[src/verilog/dpc_pkg.sv]
// constants and types shared by the display packet command block
// What this block does
// - every command with length 0-22 and a good crc gets exactly one answer packet
// - answer keeps the command's low six bits
// - fan reports every half second when enabled
// - temperature reports each second, 32 sensors
// - ping echoes up to 16 bytes
// - version query returns 16 byte string
// - user area write takes 16 bytes
// - user area read returns 16 bytes
// - store boot state saves display settings
// - reporting enables never saved in boot state
// - reboot only on bytes 8 18 99
// - host reset on bytes 12 28 97
// - host power off on bytes 3 11 95
// - command five actions answer 0x45 empty
// - clear screen fills 0x20, cursor home
// - type byte holds class and code
// - packet is type, length 0-22, data
// - 16-bit crc appended, low byte first
// - answer within 250 ms
package dpc_pkg;
    localparam logic [1:0] CLS_CMD = 2'h0;
    localparam logic [1:0] CLS_RSP = 2'h1;
    localparam logic [1:0] CLS_RPT = 2'h2;
    localparam logic [1:0] CLS_ERR = 2'h3;
    localparam logic [5:0] OP_PING = 6'h00;
    localparam logic [5:0] OP_VER = 6'h01;
    localparam logic [5:0] OP_UWR = 6'h02;
    localparam logic [5:0] OP_URD = 6'h03;
    localparam logic [5:0] OP_STORE = 6'h04;
    localparam logic [5:0] OP_BOOT = 6'h05;
    localparam logic [5:0] OP_CLR = 6'h06;
    localparam logic [5:0] RPT_FAN = 6'h01;
    localparam logic [5:0] RPT_TEMP = 6'h02;
    localparam logic [4:0] MAX_LEN = 5'h16;
    localparam logic [4:0] PING_MAX = 5'h10;
    localparam logic [4:0] USER_LEN = 5'h10;
    localparam logic [4:0] VER_LEN = 5'h10;
    localparam logic [4:0] BOOT_LEN = 5'h03;
    localparam logic [4:0] FAN_RPT_LEN = 5'h04;
    localparam logic [4:0] TEMP_RPT_LEN = 5'h04;
    localparam logic [7:0] BLANK_CHAR = 8'h20;
    localparam logic [15:0] CRC_INIT = 16'hFFFF;
    localparam logic [15:0] CRC_POLY_REV = 16'h8408;
    localparam int CLK_HZ = 20000000;
    localparam int FAN_PERIOD_MS = 500;
    localparam int TEMP_PERIOD_MS = 1000;
    localparam int ANSWER_MS = 250;
    localparam int FAN_PERIOD_CYC = CLK_HZ / 1000 * FAN_PERIOD_MS;
    localparam int TEMP_PERIOD_CYC = CLK_HZ / 1000 * TEMP_PERIOD_MS;
    localparam int ANSWER_CYC = CLK_HZ / 1000 * ANSWER_MS;
    localparam int NUM_FANS = 4;
    localparam int NUM_SENSORS = 32;
    localparam int SCREEN_CELLS = 80;
    localparam int CELL_W = 7;
    localparam int IDLE_RESYNC_CYC = 2000;

    typedef enum logic [2:0]
    {
        RX_TYPE = 3'h0,
        RX_LEN = 3'h1,
        RX_DATA = 3'h2,
        RX_CRCL = 3'h3,
        RX_CRCH = 3'h4
    } dpc_rx_t;

    typedef enum logic [2:0]
    {
        TX_IDLE = 3'h0,
        TX_TYPE = 3'h1,
        TX_LEN = 3'h2,
        TX_DATA = 3'h3,
        TX_CRCL = 3'h4,
        TX_CRCH = 3'h5
    } dpc_tx_t;

    function automatic logic [15:0] crc_byte(input logic [15:0] crc, input logic [7:0] d);
        logic [15:0] c;
        c = crc ^ {8'h00, d};
        for (int i = 0; i < 8; i++)
        begin
            c = c[0] ? ((c >> 1) ^ CRC_POLY_REV) : (c >> 1);
        end
        return c;
    endfunction : crc_byte
endpackage : dpc_pkg

[src/verilog/dpc_interp.sv]
// packet command interpreter: receive, check, act, answer, report
`timescale 1ns/10ps
module dpc_interp
    import dpc_pkg::*;
#(
    parameter int FAN_CYC = FAN_PERIOD_CYC,
    parameter int TEMP_CYC = TEMP_PERIOD_CYC,
    // arbitrary neutral model and revision string
    parameter logic [127:0] VERSION_STR = 128'h44_45_56_3A_68_30_2E_30_2C_76_30_2E_30_20_20_20
)
(
    input wire logic i_clk_sys,
    input wire logic i_arst_n,
    input wire logic i_rx_valid,
    input wire logic [7:0] i_rx_data,
    output logic o_tx_valid,
    input wire logic i_tx_ready,
    output logic [7:0] o_tx_data,
    input wire logic [NUM_FANS-1:0] i_fan_en,
    input wire logic [NUM_SENSORS-1:0] i_temp_en,
    input wire logic [7:0] i_fan_cycles [NUM_FANS],
    input wire logic [15:0] i_fan_ticks [NUM_FANS],
    input wire logic [15:0] i_temp_value [NUM_SENSORS],
    input wire logic [127:0] i_nv_user,
    output logic o_nv_user_we,
    output logic [127:0] o_nv_user,
    output logic o_store_boot,
    output logic o_reboot,
    output logic o_host_reset,
    output logic o_host_power_off,
    output logic o_screen_we,
    output logic [CELL_W-1:0] o_screen_addr,
    output logic [7:0] o_screen_data,
    output logic o_cursor_home
);
    ////////////////////////////////////////////////////////////////////////////
    // receive side
    dpc_rx_t rx_st;
    logic [5:0] rx_code;
    logic [1:0] rx_cls;
    logic [4:0] rx_len;
    logic [4:0] rx_cnt;
    logic [7:0] rx_buf [MAX_LEN];
    logic [15:0] rx_crc;
    logic [7:0] rx_crcl;
    logic cmd_go;
    logic [10:0] idle_cnt;

    // a stalled partial packet is dropped so the parser resyncs on the next one
    always_ff @(posedge i_clk_sys or negedge i_arst_n)
    begin
        if (!i_arst_n)
            idle_cnt <= 11'h0;
        else if (i_rx_valid || rx_st == RX_TYPE)
            idle_cnt <= 11'h0;
        else if (idle_cnt != 11'(IDLE_RESYNC_CYC))
            idle_cnt <= idle_cnt + 11'h1;
    end

    always_ff @(posedge i_clk_sys or negedge i_arst_n)
    begin
        if (!i_arst_n)
        begin
            rx_st <= RX_TYPE;
            rx_code <= 6'h0;
            rx_cls <= 2'h0;
            rx_len <= 5'h0;
            rx_cnt <= 5'h0;
            rx_crc <= CRC_INIT;
            rx_crcl <= 8'h0;
            cmd_go <= 1'b0;
        end
        else
        begin
            cmd_go <= 1'b0;
            if (idle_cnt == 11'(IDLE_RESYNC_CYC))
                rx_st <= RX_TYPE;
            else if (i_rx_valid)
            begin
                unique case (rx_st)
                    RX_TYPE:
                    begin
                        {rx_cls, rx_code} <= i_rx_data;
                        rx_crc <= crc_byte(CRC_INIT, i_rx_data);
                        rx_st <= RX_LEN;
                    end
                    RX_LEN:
                    begin
                        rx_len <= i_rx_data[4:0];
                        rx_cnt <= 5'h0;
                        rx_crc <= crc_byte(rx_crc, i_rx_data);
                        if (i_rx_data > {3'h0, MAX_LEN})
                            rx_st <= RX_TYPE;
                        else if (i_rx_data == 8'h00)
                            rx_st <= RX_CRCL;
                        else
                            rx_st <= RX_DATA;
                    end
                    RX_DATA:
                    begin
                        rx_crc <= crc_byte(rx_crc, i_rx_data);
                        rx_cnt <= rx_cnt + 5'h1;
                        if (rx_cnt == rx_len - 5'h1)
                            rx_st <= RX_CRCL;
                    end
                    RX_CRCL:
                    begin
                        rx_crcl <= i_rx_data;
                        rx_st <= RX_CRCH;
                    end
                    RX_CRCH:
                    begin
                        // crc failures and non-command classes are silently dropped
                        if ({i_rx_data, rx_crcl} == ~rx_crc && rx_cls == CLS_CMD)
                            cmd_go <= 1'b1;
                        rx_st <= RX_TYPE;
                    end
                    default:
                        rx_st <= RX_TYPE;
                endcase
            end
        end
    end

    always_ff @(posedge i_clk_sys)
    begin
        if (i_rx_valid && rx_st == RX_DATA)
            rx_buf[rx_cnt] <= i_rx_data;
    end

    ////////////////////////////////////////////////////////////////////////////
    // command decode and actions
    function automatic logic args_are(input logic [7:0] a, input logic [7:0] b,
                                      input logic [7:0] c);
        return rx_len == BOOT_LEN && rx_buf[0] == a && rx_buf[1] == b && rx_buf[2] == c;
    endfunction : args_are

    logic cmd_ok;
    logic is_reboot;
    logic is_hreset;
    logic is_hoff;

    always_comb
    begin
        is_reboot = args_are(8'h08, 8'h12, 8'h63);
        is_hreset = args_are(8'h0C, 8'h1C, 8'h61);
        is_hoff = args_are(8'h03, 8'h0B, 8'h5F);
        unique case (rx_code)
            OP_PING: cmd_ok = (rx_len <= PING_MAX);
            OP_VER: cmd_ok = (rx_len == 5'h0);
            OP_UWR: cmd_ok = (rx_len == USER_LEN);
            OP_URD: cmd_ok = (rx_len == 5'h0);
            OP_STORE: cmd_ok = (rx_len == 5'h0);
            OP_BOOT: cmd_ok = is_reboot || is_hreset || is_hoff;
            OP_CLR: cmd_ok = (rx_len == 5'h0);
            default: cmd_ok = 1'b0;
        endcase
    end

    logic act;
    assign act = cmd_go && cmd_ok;

    logic clr_busy;
    logic [CELL_W-1:0] clr_addr;

    always_ff @(posedge i_clk_sys or negedge i_arst_n)
    begin
        if (!i_arst_n)
        begin
            o_nv_user_we <= 1'b0;
            o_nv_user <= 128'h0;
            o_store_boot <= 1'b0;
            o_reboot <= 1'b0;
            o_host_reset <= 1'b0;
            o_host_power_off <= 1'b0;
        end
        else
        begin
            o_nv_user_we <= act && rx_code == OP_UWR;
            o_store_boot <= act && rx_code == OP_STORE;
            o_reboot <= act && rx_code == OP_BOOT && is_reboot;
            o_host_reset <= act && rx_code == OP_BOOT && is_hreset;
            o_host_power_off <= act && rx_code == OP_BOOT && is_hoff;
            if (act && rx_code == OP_UWR)
            begin
                for (int i = 0; i < 16; i++)
                    o_nv_user[127 - 8 * i -: 8] <= rx_buf[i];
            end
        end
    end

    // clearing walks one cell per cycle; screen outputs registered
    always_ff @(posedge i_clk_sys or negedge i_arst_n)
    begin
        if (!i_arst_n)
        begin
            clr_busy <= 1'b0;
            clr_addr <= '0;
            o_screen_we <= 1'b0;
            o_screen_addr <= '0;
            o_screen_data <= BLANK_CHAR;
            o_cursor_home <= 1'b0;
        end
        else
        begin
            o_screen_we <= clr_busy;
            o_screen_addr <= clr_addr;
            o_screen_data <= BLANK_CHAR;
            o_cursor_home <= act && rx_code == OP_CLR;
            if (act && rx_code == OP_CLR)
            begin
                clr_busy <= 1'b1;
                clr_addr <= '0;
            end
            else if (clr_busy)
            begin
                clr_addr <= clr_addr + 1'b1;
                if (clr_addr == CELL_W'(SCREEN_CELLS - 1))
                    clr_busy <= 1'b0;
            end
        end
    end

    ////////////////////////////////////////////////////////////////////////////
    // answer and report transmit
    logic [NUM_FANS-1:0] fan_pend;
    logic [NUM_SENSORS-1:0] temp_pend;
    logic ack_fan;
    logic ack_temp;

    dpc_report_timer #(
        .FAN_CYC(FAN_CYC),
        .TEMP_CYC(TEMP_CYC)
    ) u_rpt (
        .i_clk_sys(i_clk_sys),
        .i_arst_n(i_arst_n),
        .i_fan_en(i_fan_en),
        .i_temp_en(i_temp_en),
        .i_ack_fan(ack_fan),
        .i_ack_temp(ack_temp),
        .o_fan_pend(fan_pend),
        .o_temp_pend(temp_pend)
    );

    dpc_tx_t tx_st;
    logic [7:0] tx_type;
    logic [4:0] tx_len;
    logic [4:0] tx_cnt;
    logic [7:0] tx_buf [MAX_LEN];
    logic [15:0] tx_crc;
    logic ans_pend;
    logic [7:0] fb_data;
    logic fb_valid;
    logic fb_ready;
    logic [1:0] fan_sel;
    logic [4:0] temp_sel;

    always_comb
    begin
        fan_sel = 2'h0;
        for (int i = NUM_FANS - 1; i >= 0; i--)
            if (fan_pend[i])
                fan_sel = 2'(i);
        temp_sel = 5'h0;
        for (int j = NUM_SENSORS - 1; j >= 0; j--)
            if (temp_pend[j])
                temp_sel = 5'(j);
    end

    // answers go ahead of pending reports when the transmitter is idle, keeping the reply latency short
    logic start_ans;
    logic start_fan;
    logic start_temp;
    assign start_ans = tx_st == TX_IDLE && ans_pend;
    assign start_fan = tx_st == TX_IDLE && !ans_pend && |fan_pend;
    assign start_temp = tx_st == TX_IDLE && !ans_pend && !(|fan_pend) && |temp_pend;
    assign ack_fan = start_fan;
    assign ack_temp = start_temp;

    always_ff @(posedge i_clk_sys or negedge i_arst_n)
    begin
        if (!i_arst_n)
            ans_pend <= 1'b0;
        else if (cmd_go)
            ans_pend <= 1'b1;
        else if (start_ans)
            ans_pend <= 1'b0;
    end

    always_ff @(posedge i_clk_sys or negedge i_arst_n)
    begin
        if (!i_arst_n)
        begin
            tx_st <= TX_IDLE;
            tx_type <= 8'h0;
            tx_len <= 5'h0;
            tx_cnt <= 5'h0;
            tx_crc <= CRC_INIT;
        end
        else if (tx_st == TX_IDLE)
        begin
            tx_cnt <= 5'h0;
            tx_crc <= CRC_INIT;
            if (start_ans)
            begin
                tx_st <= TX_TYPE;
                tx_type <= {cmd_ok ? CLS_RSP : CLS_ERR, rx_code};
                unique case (rx_code)
                    OP_PING: tx_len <= rx_len;
                    OP_VER: tx_len <= VER_LEN;
                    OP_URD: tx_len <= USER_LEN;
                    default: tx_len <= 5'h0;
                endcase
                if (!cmd_ok)
                    tx_len <= 5'h0;
            end
            else if (start_fan)
            begin
                tx_st <= TX_TYPE;
                tx_type <= {CLS_RPT, RPT_FAN};
                tx_len <= FAN_RPT_LEN;
            end
            else if (start_temp)
            begin
                tx_st <= TX_TYPE;
                tx_type <= {CLS_RPT, RPT_TEMP};
                tx_len <= TEMP_RPT_LEN;
            end
        end
        else if (fb_ready)
        begin
            unique case (tx_st)
                TX_TYPE:
                begin
                    tx_crc <= crc_byte(tx_crc, tx_type);
                    tx_st <= TX_LEN;
                end
                TX_LEN:
                begin
                    tx_crc <= crc_byte(tx_crc, {3'h0, tx_len});
                    tx_st <= (tx_len == 5'h0) ? TX_CRCL : TX_DATA;
                end
                TX_DATA:
                begin
                    tx_crc <= crc_byte(tx_crc, tx_buf[tx_cnt]);
                    tx_cnt <= tx_cnt + 5'h1;
                    if (tx_cnt == tx_len - 5'h1)
                        tx_st <= TX_CRCL;
                end
                TX_CRCL:
                    tx_st <= TX_CRCH;
                TX_CRCH:
                    tx_st <= TX_IDLE;
                default:
                    tx_st <= TX_IDLE;
            endcase
        end
    end

    always_ff @(posedge i_clk_sys)
    begin
        if (start_ans)
        begin
            for (int i = 0; i < 16; i++)
            begin
                unique case (rx_code)
                    OP_VER: tx_buf[i] <= VERSION_STR[127 - 8 * i -: 8];
                    OP_URD: tx_buf[i] <= i_nv_user[127 - 8 * i -: 8];
                    default: tx_buf[i] <= rx_buf[i];
                endcase
            end
        end
        else if (start_fan)
        begin
            tx_buf[0] <= {6'h0, fan_sel};
            tx_buf[1] <= i_fan_cycles[fan_sel];
            tx_buf[2] <= i_fan_ticks[fan_sel][7:0];
            tx_buf[3] <= i_fan_ticks[fan_sel][15:8];
        end
        else if (start_temp)
        begin
            tx_buf[0] <= {3'h0, temp_sel};
            tx_buf[1] <= i_temp_value[temp_sel][7:0];
            tx_buf[2] <= i_temp_value[temp_sel][15:8];
            tx_buf[3] <= 8'h00;
        end
    end

    always_comb
    begin
        fb_valid = 1'b1;
        unique case (tx_st)
            TX_TYPE: fb_data = tx_type;
            TX_LEN: fb_data = {3'h0, tx_len};
            TX_DATA: fb_data = tx_buf[tx_cnt];
            TX_CRCL: fb_data = ~tx_crc[7:0];
            TX_CRCH: fb_data = ~tx_crc[15:8];
            default:
            begin
                fb_data = 8'h00;
                fb_valid = 1'b0;
            end
        endcase
    end

    dpc_buf2 #(
        .WIDTH(8)
    ) u_buf (
        .i_clk_sys(i_clk_sys),
        .i_arst_n(i_arst_n),
        .i_valid(fb_valid),
        .o_ready(fb_ready),
        .i_data(fb_data),
        .o_valid(o_tx_valid),
        .i_ready(i_tx_ready),
        .o_data(o_tx_data)
    );
endmodule : dpc_interp

[src/verilog/dpc_buf2.sv]
// two-entry valid/ready buffer for the outgoing byte stream
`timescale 1ns/10ps
module dpc_buf2
    import dpc_pkg::*;
#(
    parameter int WIDTH = 8
)
(
    input wire logic i_clk_sys,
    input wire logic i_arst_n,
    input wire logic i_valid,
    output logic o_ready,
    input wire logic [WIDTH-1:0] i_data,
    output logic o_valid,
    input wire logic i_ready,
    output logic [WIDTH-1:0] o_data
);
    logic [WIDTH-1:0] mem [2];
    logic wr_ptr;
    logic rd_ptr;
    logic [1:0] count;
    logic push;
    logic pop;

    assign o_ready = (count != 2'h2);
    assign o_valid = (count != 2'h0);
    assign push = i_valid && o_ready;
    assign pop = o_valid && i_ready;
    assign o_data = mem[rd_ptr];

    always_ff @(posedge i_clk_sys or negedge i_arst_n)
    begin
        if (!i_arst_n)
        begin
            wr_ptr <= 1'b0;
            rd_ptr <= 1'b0;
            count <= 2'h0;
            mem[0] <= '0;
            mem[1] <= '0;
        end
        else
        begin
            if (push)
            begin
                mem[wr_ptr] <= i_data;
                wr_ptr <= ~wr_ptr;
            end
            if (pop)
            begin
                rd_ptr <= ~rd_ptr;
            end
            count <= count + {1'b0, push} - {1'b0, pop};
        end
    end
endmodule : dpc_buf2

[src/verilog/dpc_report_timer.sv]
// periodic fan and temperature report scheduler
`timescale 1ns/10ps
module dpc_report_timer
    import dpc_pkg::*;
#(
    parameter int FAN_CYC = FAN_PERIOD_CYC,
    parameter int TEMP_CYC = TEMP_PERIOD_CYC
)
(
    input wire logic i_clk_sys,
    input wire logic i_arst_n,
    input wire logic [NUM_FANS-1:0] i_fan_en,
    input wire logic [NUM_SENSORS-1:0] i_temp_en,
    input wire logic i_ack_fan,
    input wire logic i_ack_temp,
    output logic [NUM_FANS-1:0] o_fan_pend,
    output logic [NUM_SENSORS-1:0] o_temp_pend
);
    logic [31:0] fan_cnt;
    logic [31:0] temp_cnt;
    logic fan_tick;
    logic temp_tick;
    logic [1:0] fan_idx;
    logic [4:0] temp_idx;

    assign fan_tick = (fan_cnt == 32'(FAN_CYC - 1));
    assign temp_tick = (temp_cnt == 32'(TEMP_CYC - 1));

    always_ff @(posedge i_clk_sys or negedge i_arst_n)
    begin
        if (!i_arst_n)
        begin
            fan_cnt <= 32'h0;
            temp_cnt <= 32'h0;
        end
        else
        begin
            fan_cnt <= fan_tick ? 32'h0 : fan_cnt + 32'h1;
            temp_cnt <= temp_tick ? 32'h0 : temp_cnt + 32'h1;
        end
    end

    // a new period's set wins over a same-cycle acknowledge
    always_ff @(posedge i_clk_sys or negedge i_arst_n)
    begin
        if (!i_arst_n)
        begin
            o_fan_pend <= '0;
            o_temp_pend <= '0;
        end
        else
        begin
            for (int i = 0; i < NUM_FANS; i++)
            begin
                if (fan_tick && i_fan_en[i])
                    o_fan_pend[i] <= 1'b1;
                else if (i_ack_fan && (fan_idx == 2'(i)))
                    o_fan_pend[i] <= 1'b0;
                else if (!i_fan_en[i])
                    o_fan_pend[i] <= 1'b0;
            end
            for (int j = 0; j < NUM_SENSORS; j++)
            begin
                if (temp_tick && i_temp_en[j])
                    o_temp_pend[j] <= 1'b1;
                else if (i_ack_temp && (temp_idx == 5'(j)))
                    o_temp_pend[j] <= 1'b0;
                else if (!i_temp_en[j])
                    o_temp_pend[j] <= 1'b0;
            end
        end
    end

    always_comb
    begin
        fan_idx = 2'h0;
        for (int i = NUM_FANS - 1; i >= 0; i--)
        begin
            if (o_fan_pend[i])
                fan_idx = 2'(i);
        end
        temp_idx = 5'h0;
        for (int j = NUM_SENSORS - 1; j >= 0; j--)
        begin
            if (o_temp_pend[j])
                temp_idx = 5'(j);
        end
    end
endmodule : dpc_report_timer

[config.mk]
export PLATFORM = sky130hd
export DESIGN_NAME = dpc_interp
export DESIGN_NICKNAME = d
export VERILOG_FILES = /design/src/verilog/dpc_pkg.sv /design/src/verilog/dpc_interp.sv /design/src/verilog/dpc_buf2.sv /design/src/verilog/dpc_report_timer.sv
export SDC_FILE = /design/constraint.sdc
export NUM_CORES = 1
export LEC_CHECK = 0
export BUFFER_PORTS_ARGS = -buffer_cell sky130_fd_sc_hd__buf_2
export CORE_AREA = 2 2 370 372
export CTS_CLUSTER_DIAMETER = 30
export DETAILED_ROUTE_END_ITERATION = 10
export DIE_AREA = 0 0 372 374
export PLACE_DENSITY = 0.41
export SETUP_SLACK_MARGIN = 0.3
export SYNTH_ARGS = -nofsm -noshare
export SYNTH_HDL_FRONTEND = slang
export SYNTH_SLANG_ARGS = --single-unit
[constraint.sdc]
create_clock -name i_clk_sys -period 6.77 [get_ports i_clk_sys]
set_clock_uncertainty 0.1 [all_clocks]
set_input_delay 2.031 -clock i_clk_sys [delete_from_list [all_inputs] [get_ports i_clk_sys]]
set_output_delay 2.031 -clock i_clk_sys [all_outputs]
set_load 0.005 [all_outputs]
=== Word level (Yosys, flattened, before mapping) ===
Memory sizes are Yosys's and may differ from the RTL's.
Index checks and enable logic that the tools add are counted.

* Bits in registers: 365
* RAM bits: 352
* Input bits: 784
* Output and inout port bits: 159
* Logic and storage cells: 737
* Memories: 2

* $add $sub $neg: 10
* Order comparisons: 7
* Eq/ne operators: 108
* Mux-type cells: 306
* Bitwise gates (word level): 95
* Reduce and logical (&&, ||, !) cells: 140

{| class="wikitable"
|+ Memories
! memory !! depth !! width !! rd ports !! clocked after Yosys merged registers in !! write ports !! line !! source
|-
| rx_buf || 22 || 8 || 16 || 0 || 1 || dpc_interp.sv:43 || <nowiki>logic [7:0] rx_buf [MAX_LEN];</nowiki>
|-
| tx_buf || 22 || 8 || 1 || 0 || 16 || dpc_interp.sv:249 || <nowiki>logic [7:0] tx_buf [MAX_LEN];</nowiki>
|}

{| class="wikitable"
|+ Operators with widths
! operator !! number
|-
| $mux 16 || 46
|-
| $mux 8 || 49
|-
| $mux 5 || 39
|-
| $mux 1 || 137
|-
| $not 2->3 || 41
|-
| $ne 3x1->1 const B || 36
|-
| $logic_and 1x1->1 || 99
|-
| $eq 5x5->1 const B || 17
|-
| $bmux 16 s5 || 1
|-
| $add 32x1->32 const B || 2
|-
| $mux 32 || 2
|-
| $pmux 16 s3 || 1
|-
| $xor 16x8->16 || 3
|-
| $eq 5x4->1 const B || 8
|-
| $or 1x1->1 || 40
|-
| $pmux 8 s5 || 1
|-
| $mux 3 || 11
|-
| $bmux 16 s2 || 1
|-
| $eq 32x24->1 const B || 1
|-
| $eq 32x25->1 const B || 1
|-
| $pmux 16 s2 || 1
|-
| $reduce_or 32->1 || 1
|-
| $eq 8x4->1 const B || 3
|-
| $eq 8x7->1 const B || 3
|-
| 64 further kinds || 122
|}

=== Logic depth before layout (Yosys ltp) ===
* Word-level depth: 37
* Mapped depth: 14
* Mapped depth without buffers: 11

=== Cells and area by module ===
From an unflattened synthesis, not the netlist that was laid out.

* Cells, all modules: 3166
* Area total of the unflattened synthesis: 33552.2 sq um

{| class="wikitable"
|+ By module, submodules not included
! module !! instances !! cells an instance !! area an instance (sq um)
|-
| dpc_interp || 1 || 2575 || 27566.4
|-
| dpc_report_timer || 1 || 527 || 5061.1
|-
| dpc_buf2 || 1 || 64 || 924.6
|}

=== Least setup slack after synthesis ===
OpenSTA, ideal clock, no wires.

* Path kind: register to register
* From: register tx_st[1]
* To: memory tx_buf[0][1], data pin
* Library setup time: 168 ps
* Arrival: 4618 ps
* Data required time: 6502 ps
* Setup slack: 1884 ps
* Stages on the path, launching flop included: 10
* Buffers on the path: 2
* Period minus slack after synthesis: 4886 ps
* Path through: dfrtp_1 clkbuf_1 nor3_2 nand2_1 inv_1 clkbuf_1 nand2_1 nand2_1 o31ai_1 a22oi_1

{| class="wikitable"
|+ RTL lines
! element !! line !! source
|-
| start: declaration || dpc_interp.sv:245 || <nowiki>dpc_tx_t tx_st;</nowiki>
|-
| start signal: assignment || dpc_interp.sv:341 || <nowiki>tx_st <= (tx_len == 5'h0) ? TX_CRCL : TX_DATA;</nowiki>
|-
| end: declaration || dpc_interp.sv:249 ||
|}

==> reports/results.ini <==
[yosys]
seq_area_frac_synth_pct=51.00
netlist_top_cells_area=sky130_fd_sc_hd__dfrtp_1 (25%), sky130_fd_sc_hd__edfxtp_1 (23%), sky130_fd_sc_hd__mux2_2 (7.8%)
synthAdderAreaFrac_pct=0.6055
postSynthAreaPerCell_sq_um=11.20
compound_cell_area_share_of_the_yosys_netlist_pct=13.84
synth_xor_area_share_pct=5.586
ys_warn_count=0
post_synth_instance_area_sq_um=33060
synth_commonest_cells=sky130_fd_sc_hd__nand2_1 (340), sky130_fd_sc_hd__dfrtp_1 (333), sky130_fd_sc_hd__edfxtp_1 (256), sky130_fd_sc_hd__mux2_2 (228), sky130_fd_sc_hd__nor2_1 (181)
synth_mux_area_share_pct=13.55
synthMostInstantiatedCell=sky130_fd_sc_hd__nand2_1
post_synth_inst_count=2951
number_of_flops_mapped_to_enable_cells_by_yosys=256
dominant_combinational_cell_family_by_area_after_synthesis=compound AO/OA/AOI/OAI gates
count_of_cell_types_in_the_netlist=91
yosys_most_used_dff=sky130_fd_sc_hd__dfrtp_1
synth_simple_gate_area_share_pct=12.11
synth_top_area_share_pct=25.20
synth_seq_cells=621
synth_area_leader_cell=sky130_fd_sc_hd__dfrtp_1
synth_async_sr_flop_share_pct=58.78

[critical_path]
critical_path.endpoint=tx_buf[2][2]
timing.reg2reg.worst_path_depth=10
critical_path_class=reg -> reg
arr_time_crit_path_ns=5.54
critical_path.max_fanout=33
critPathCaptureType=register
timing.reg2reg.setup_slack_ns=1.60
worstReg2RegEnd=tx_buf[2][2]
crit_start=u_rpt.o_temp_pend[25]
worst_r2r_startpoint=u_rpt.o_temp_pend[25]
critPathLaunchType=register
timing.critical_path.required_ns=7.13

[clock_network]
cts_hold_buffers=0
cts_post_setup_buffers_inserted=0
ctsResizeCount=0
clock_transition_time_at_the_flip_flop_clock_pins_of_the_worst_setup_and_hold_paths_ns=0.04
insertion_delay_ns=0.78
number_of_buffers_added_by_the_clock_tree_synthesis_step=168
cts_max_path_buffers=3
cts_htree_levels=4
cts_root_buffer=sky130_fd_sc_hd__clkbuf_16
cts_num_sinks=621
tritoncts_clock_tree=done

[global_route]
global_routing_met2_resource_utilization_pct=45.97
first_pass_grt_wire_length_um=257000
gr_met1_demand_resource_pct=32.25
grt_usage_pct=26.94
first_global_vias=30110
grt-ovfl-total=0
maximum_number_of_pins_on_one_net_before_global_route_repair=120
grt_use_met3_pct=6.871
globalRoute.busiestLayer=met2
number_of_antenna_violations_at_the_first_check_in_global_routing=92

[sta]
final-hold-violation-count=0
timing.final.crit_share_pct=76.43
grt_setup_unrepaired=false
worst_hold_slack_ns=0.3281
max_slew.worst_pin.slew_ns=1.359
maximum_operating_frequency_mhz=193.3
setup_tns_final_ns=0
worst_case_headroom_to_the_max_slew_limit_pct=9.416
finalCriticalPeriod_ns=5.174
final_number_of_setup_violating_endpoints=0
finalMaxSlewViolations=0

[die]
core_sq_um=135000
placementRows=135
overall_die_height_um=374
io_pins=943
floorplan.initialDensity_pct=24.50
die-area_sq_um=139100
dieWidth_um=372

[layout]
finalNonFillerCells=5882
fin_nets=4721
synthToLayoutAreaGrowth_pct=37.95
layout-drive-gt1-share_pct=40.00

[job]
max_cap_violations=0

[routing]
initialDrtViolationCount=2185
ant_nets=0
drt_first_pass_iters=7
dr_total_vias=29760
drt_drc_violations_left=0
wirelength_per_cell_um=32.88
wirelength_um=193400
detail_route.vias_per_cell=5.059

[placed_design]
io_buffer_count=934
dp.cells=5532
gp_congestion=0.9389
place.detailed.hpwl_um=150800

[power]
peakVddDrop_mv=0.2218
power.density_cell_area_nw_per_um2=344.5
report.power.total_mw=15.71
static-leakage-power_nw=20.16

[outcome]
outcome=finished, final reports clean

[min_path]
worstHoldPathType=reg -> reg

[critical path, cell delays in order (launching register included)]
cell                       delay (ns)
sky130_fd_sc_hd__dfrtp_1         0.40
sky130_fd_sc_hd__nor2b_1         0.14
sky130_fd_sc_hd__a2111o_1        0.43
sky130_fd_sc_hd__o21ai_0         0.39
sky130_fd_sc_hd__a32o_4          0.64
sky130_fd_sc_hd__buf_4           0.54
sky130_fd_sc_hd__mux2_2          0.48
sky130_fd_sc_hd__o21ai_0         0.29
sky130_fd_sc_hd__a31oi_1         0.18
sky130_fd_sc_hd__nor4_1          1.06
sky130_fd_sc_hd__o31ai_1         0.11
[metrics by stage]
stage	worst slack, ns	utilization [%]	area, sq um
after floorplan	1.884	-	33080
after global placement	1.522	29.47	39780
after detailed placement	1.573	29.48	39790
after CTS	1.540	33.73	45520
after global routing	1.306	33.78	45590
final	1.596	33.79	45610
[layer usage]
layer / wire length [um] / vias up
met2: 95790 / 1299
met4: 7170 / 48
met1: 76580 / 14990
li1: - / 13120
met3: 13560 / 305
met5: 302 / -
[report_power, final]
part	leakage [nW]	switching, mW	internal, mW
clock	2.77	2.55	5.50
sequential	7.23	0.442	4.26
combinational	10.2	1.67	1.28
[sequential cells by signal, indices dropped and copies added, names as in the netlist, 32 cells and up]
name / cells
u_rpt.temp_cnt: 32
rx_buf: 128
u_rpt.fan_cnt: 32
o_nv_user: 128
tx_buf: 128
u_rpt.o_temp_pend: 32
[final cells by class]
class / instances / area, sq um
Inverter: 22 / 85.08
Fill cell: 13930 / 89350
Timing Repair Buffer: 1007 / 5305
Tap cell: 1781 / 2228
Multi-Input combinational cell: 2101 / 15310
Clock buffer: 227 / 4588
Sequential cell: 621 / 16870
Antenna cell: 36 / 90.09
Clock inverter: 87 / 1141
[layout by cell type, fill, tap and decap left out, types with 32 or more instances in the layout]
| cell | n |
|---|---|
| sky130_fd_sc_hd__a21oi_1 | 58 |
| sky130_fd_sc_hd__a22o_1 | 67 |
| sky130_fd_sc_hd__a31oi_1 | 82 |
| sky130_fd_sc_hd__buf_2 | 934 |
| sky130_fd_sc_hd__buf_4 | 66 |
| sky130_fd_sc_hd__clkbuf_1 | 45 |
| sky130_fd_sc_hd__clkbuf_16 | 170 |
| sky130_fd_sc_hd__dfrtp_1 | 331 |
| sky130_fd_sc_hd__dfstp_2 | 32 |
| sky130_fd_sc_hd__diode_2 | 36 |
| sky130_fd_sc_hd__edfxtp_1 | 256 |
| sky130_fd_sc_hd__mux2_2 | 228 |
| sky130_fd_sc_hd__mux2i_1 | 101 |
| sky130_fd_sc_hd__mux4_2 | 40 |
| sky130_fd_sc_hd__nand2_1 | 339 |
| sky130_fd_sc_hd__nand3_1 | 69 |
| sky130_fd_sc_hd__nor2_1 | 175 |
| sky130_fd_sc_hd__nor3_1 | 36 |
| sky130_fd_sc_hd__nor4_1 | 47 |
| sky130_fd_sc_hd__o21ai_0 | 163 |
| sky130_fd_sc_hd__xnor2_1 | 137 |
| sky130_fd_sc_hd__xor2_1 | 72 |
[how the worst min path moves through the flow]
stage | cells after the start | to | slack (ns) | start
floorplan | 0 | o_screen_we | 0.25 | clr_busy
global placement | 0 | o_screen_addr[6] | 0.32 | clr_addr[6]
detailed placement | 0 | o_screen_addr[6] | 0.32 | clr_addr[6]
CTS | 0 | o_screen_addr[6] | 0.33 | clr_addr[6]
global route | 0 | o_screen_addr[6] | 0.34 | clr_addr[6]
finish | 0 | o_screen_addr[6] | 0.33 | clr_addr[6]
[cells by family (layout without fill, tap and decap cells)]
logic type,count (synthesis),after routing
AO/OA/AOI/OAI,650,650
AND/OR/NAND/NOR,848,848
adder cells (fa/ha/maj),16,16
other,2,44
XOR/XNOR,210,210
buffers and inverters,235,1343
multiplexers,369,369
flip-flops,621,621
No activity file was read; power rests on OpenSTA's default activity.
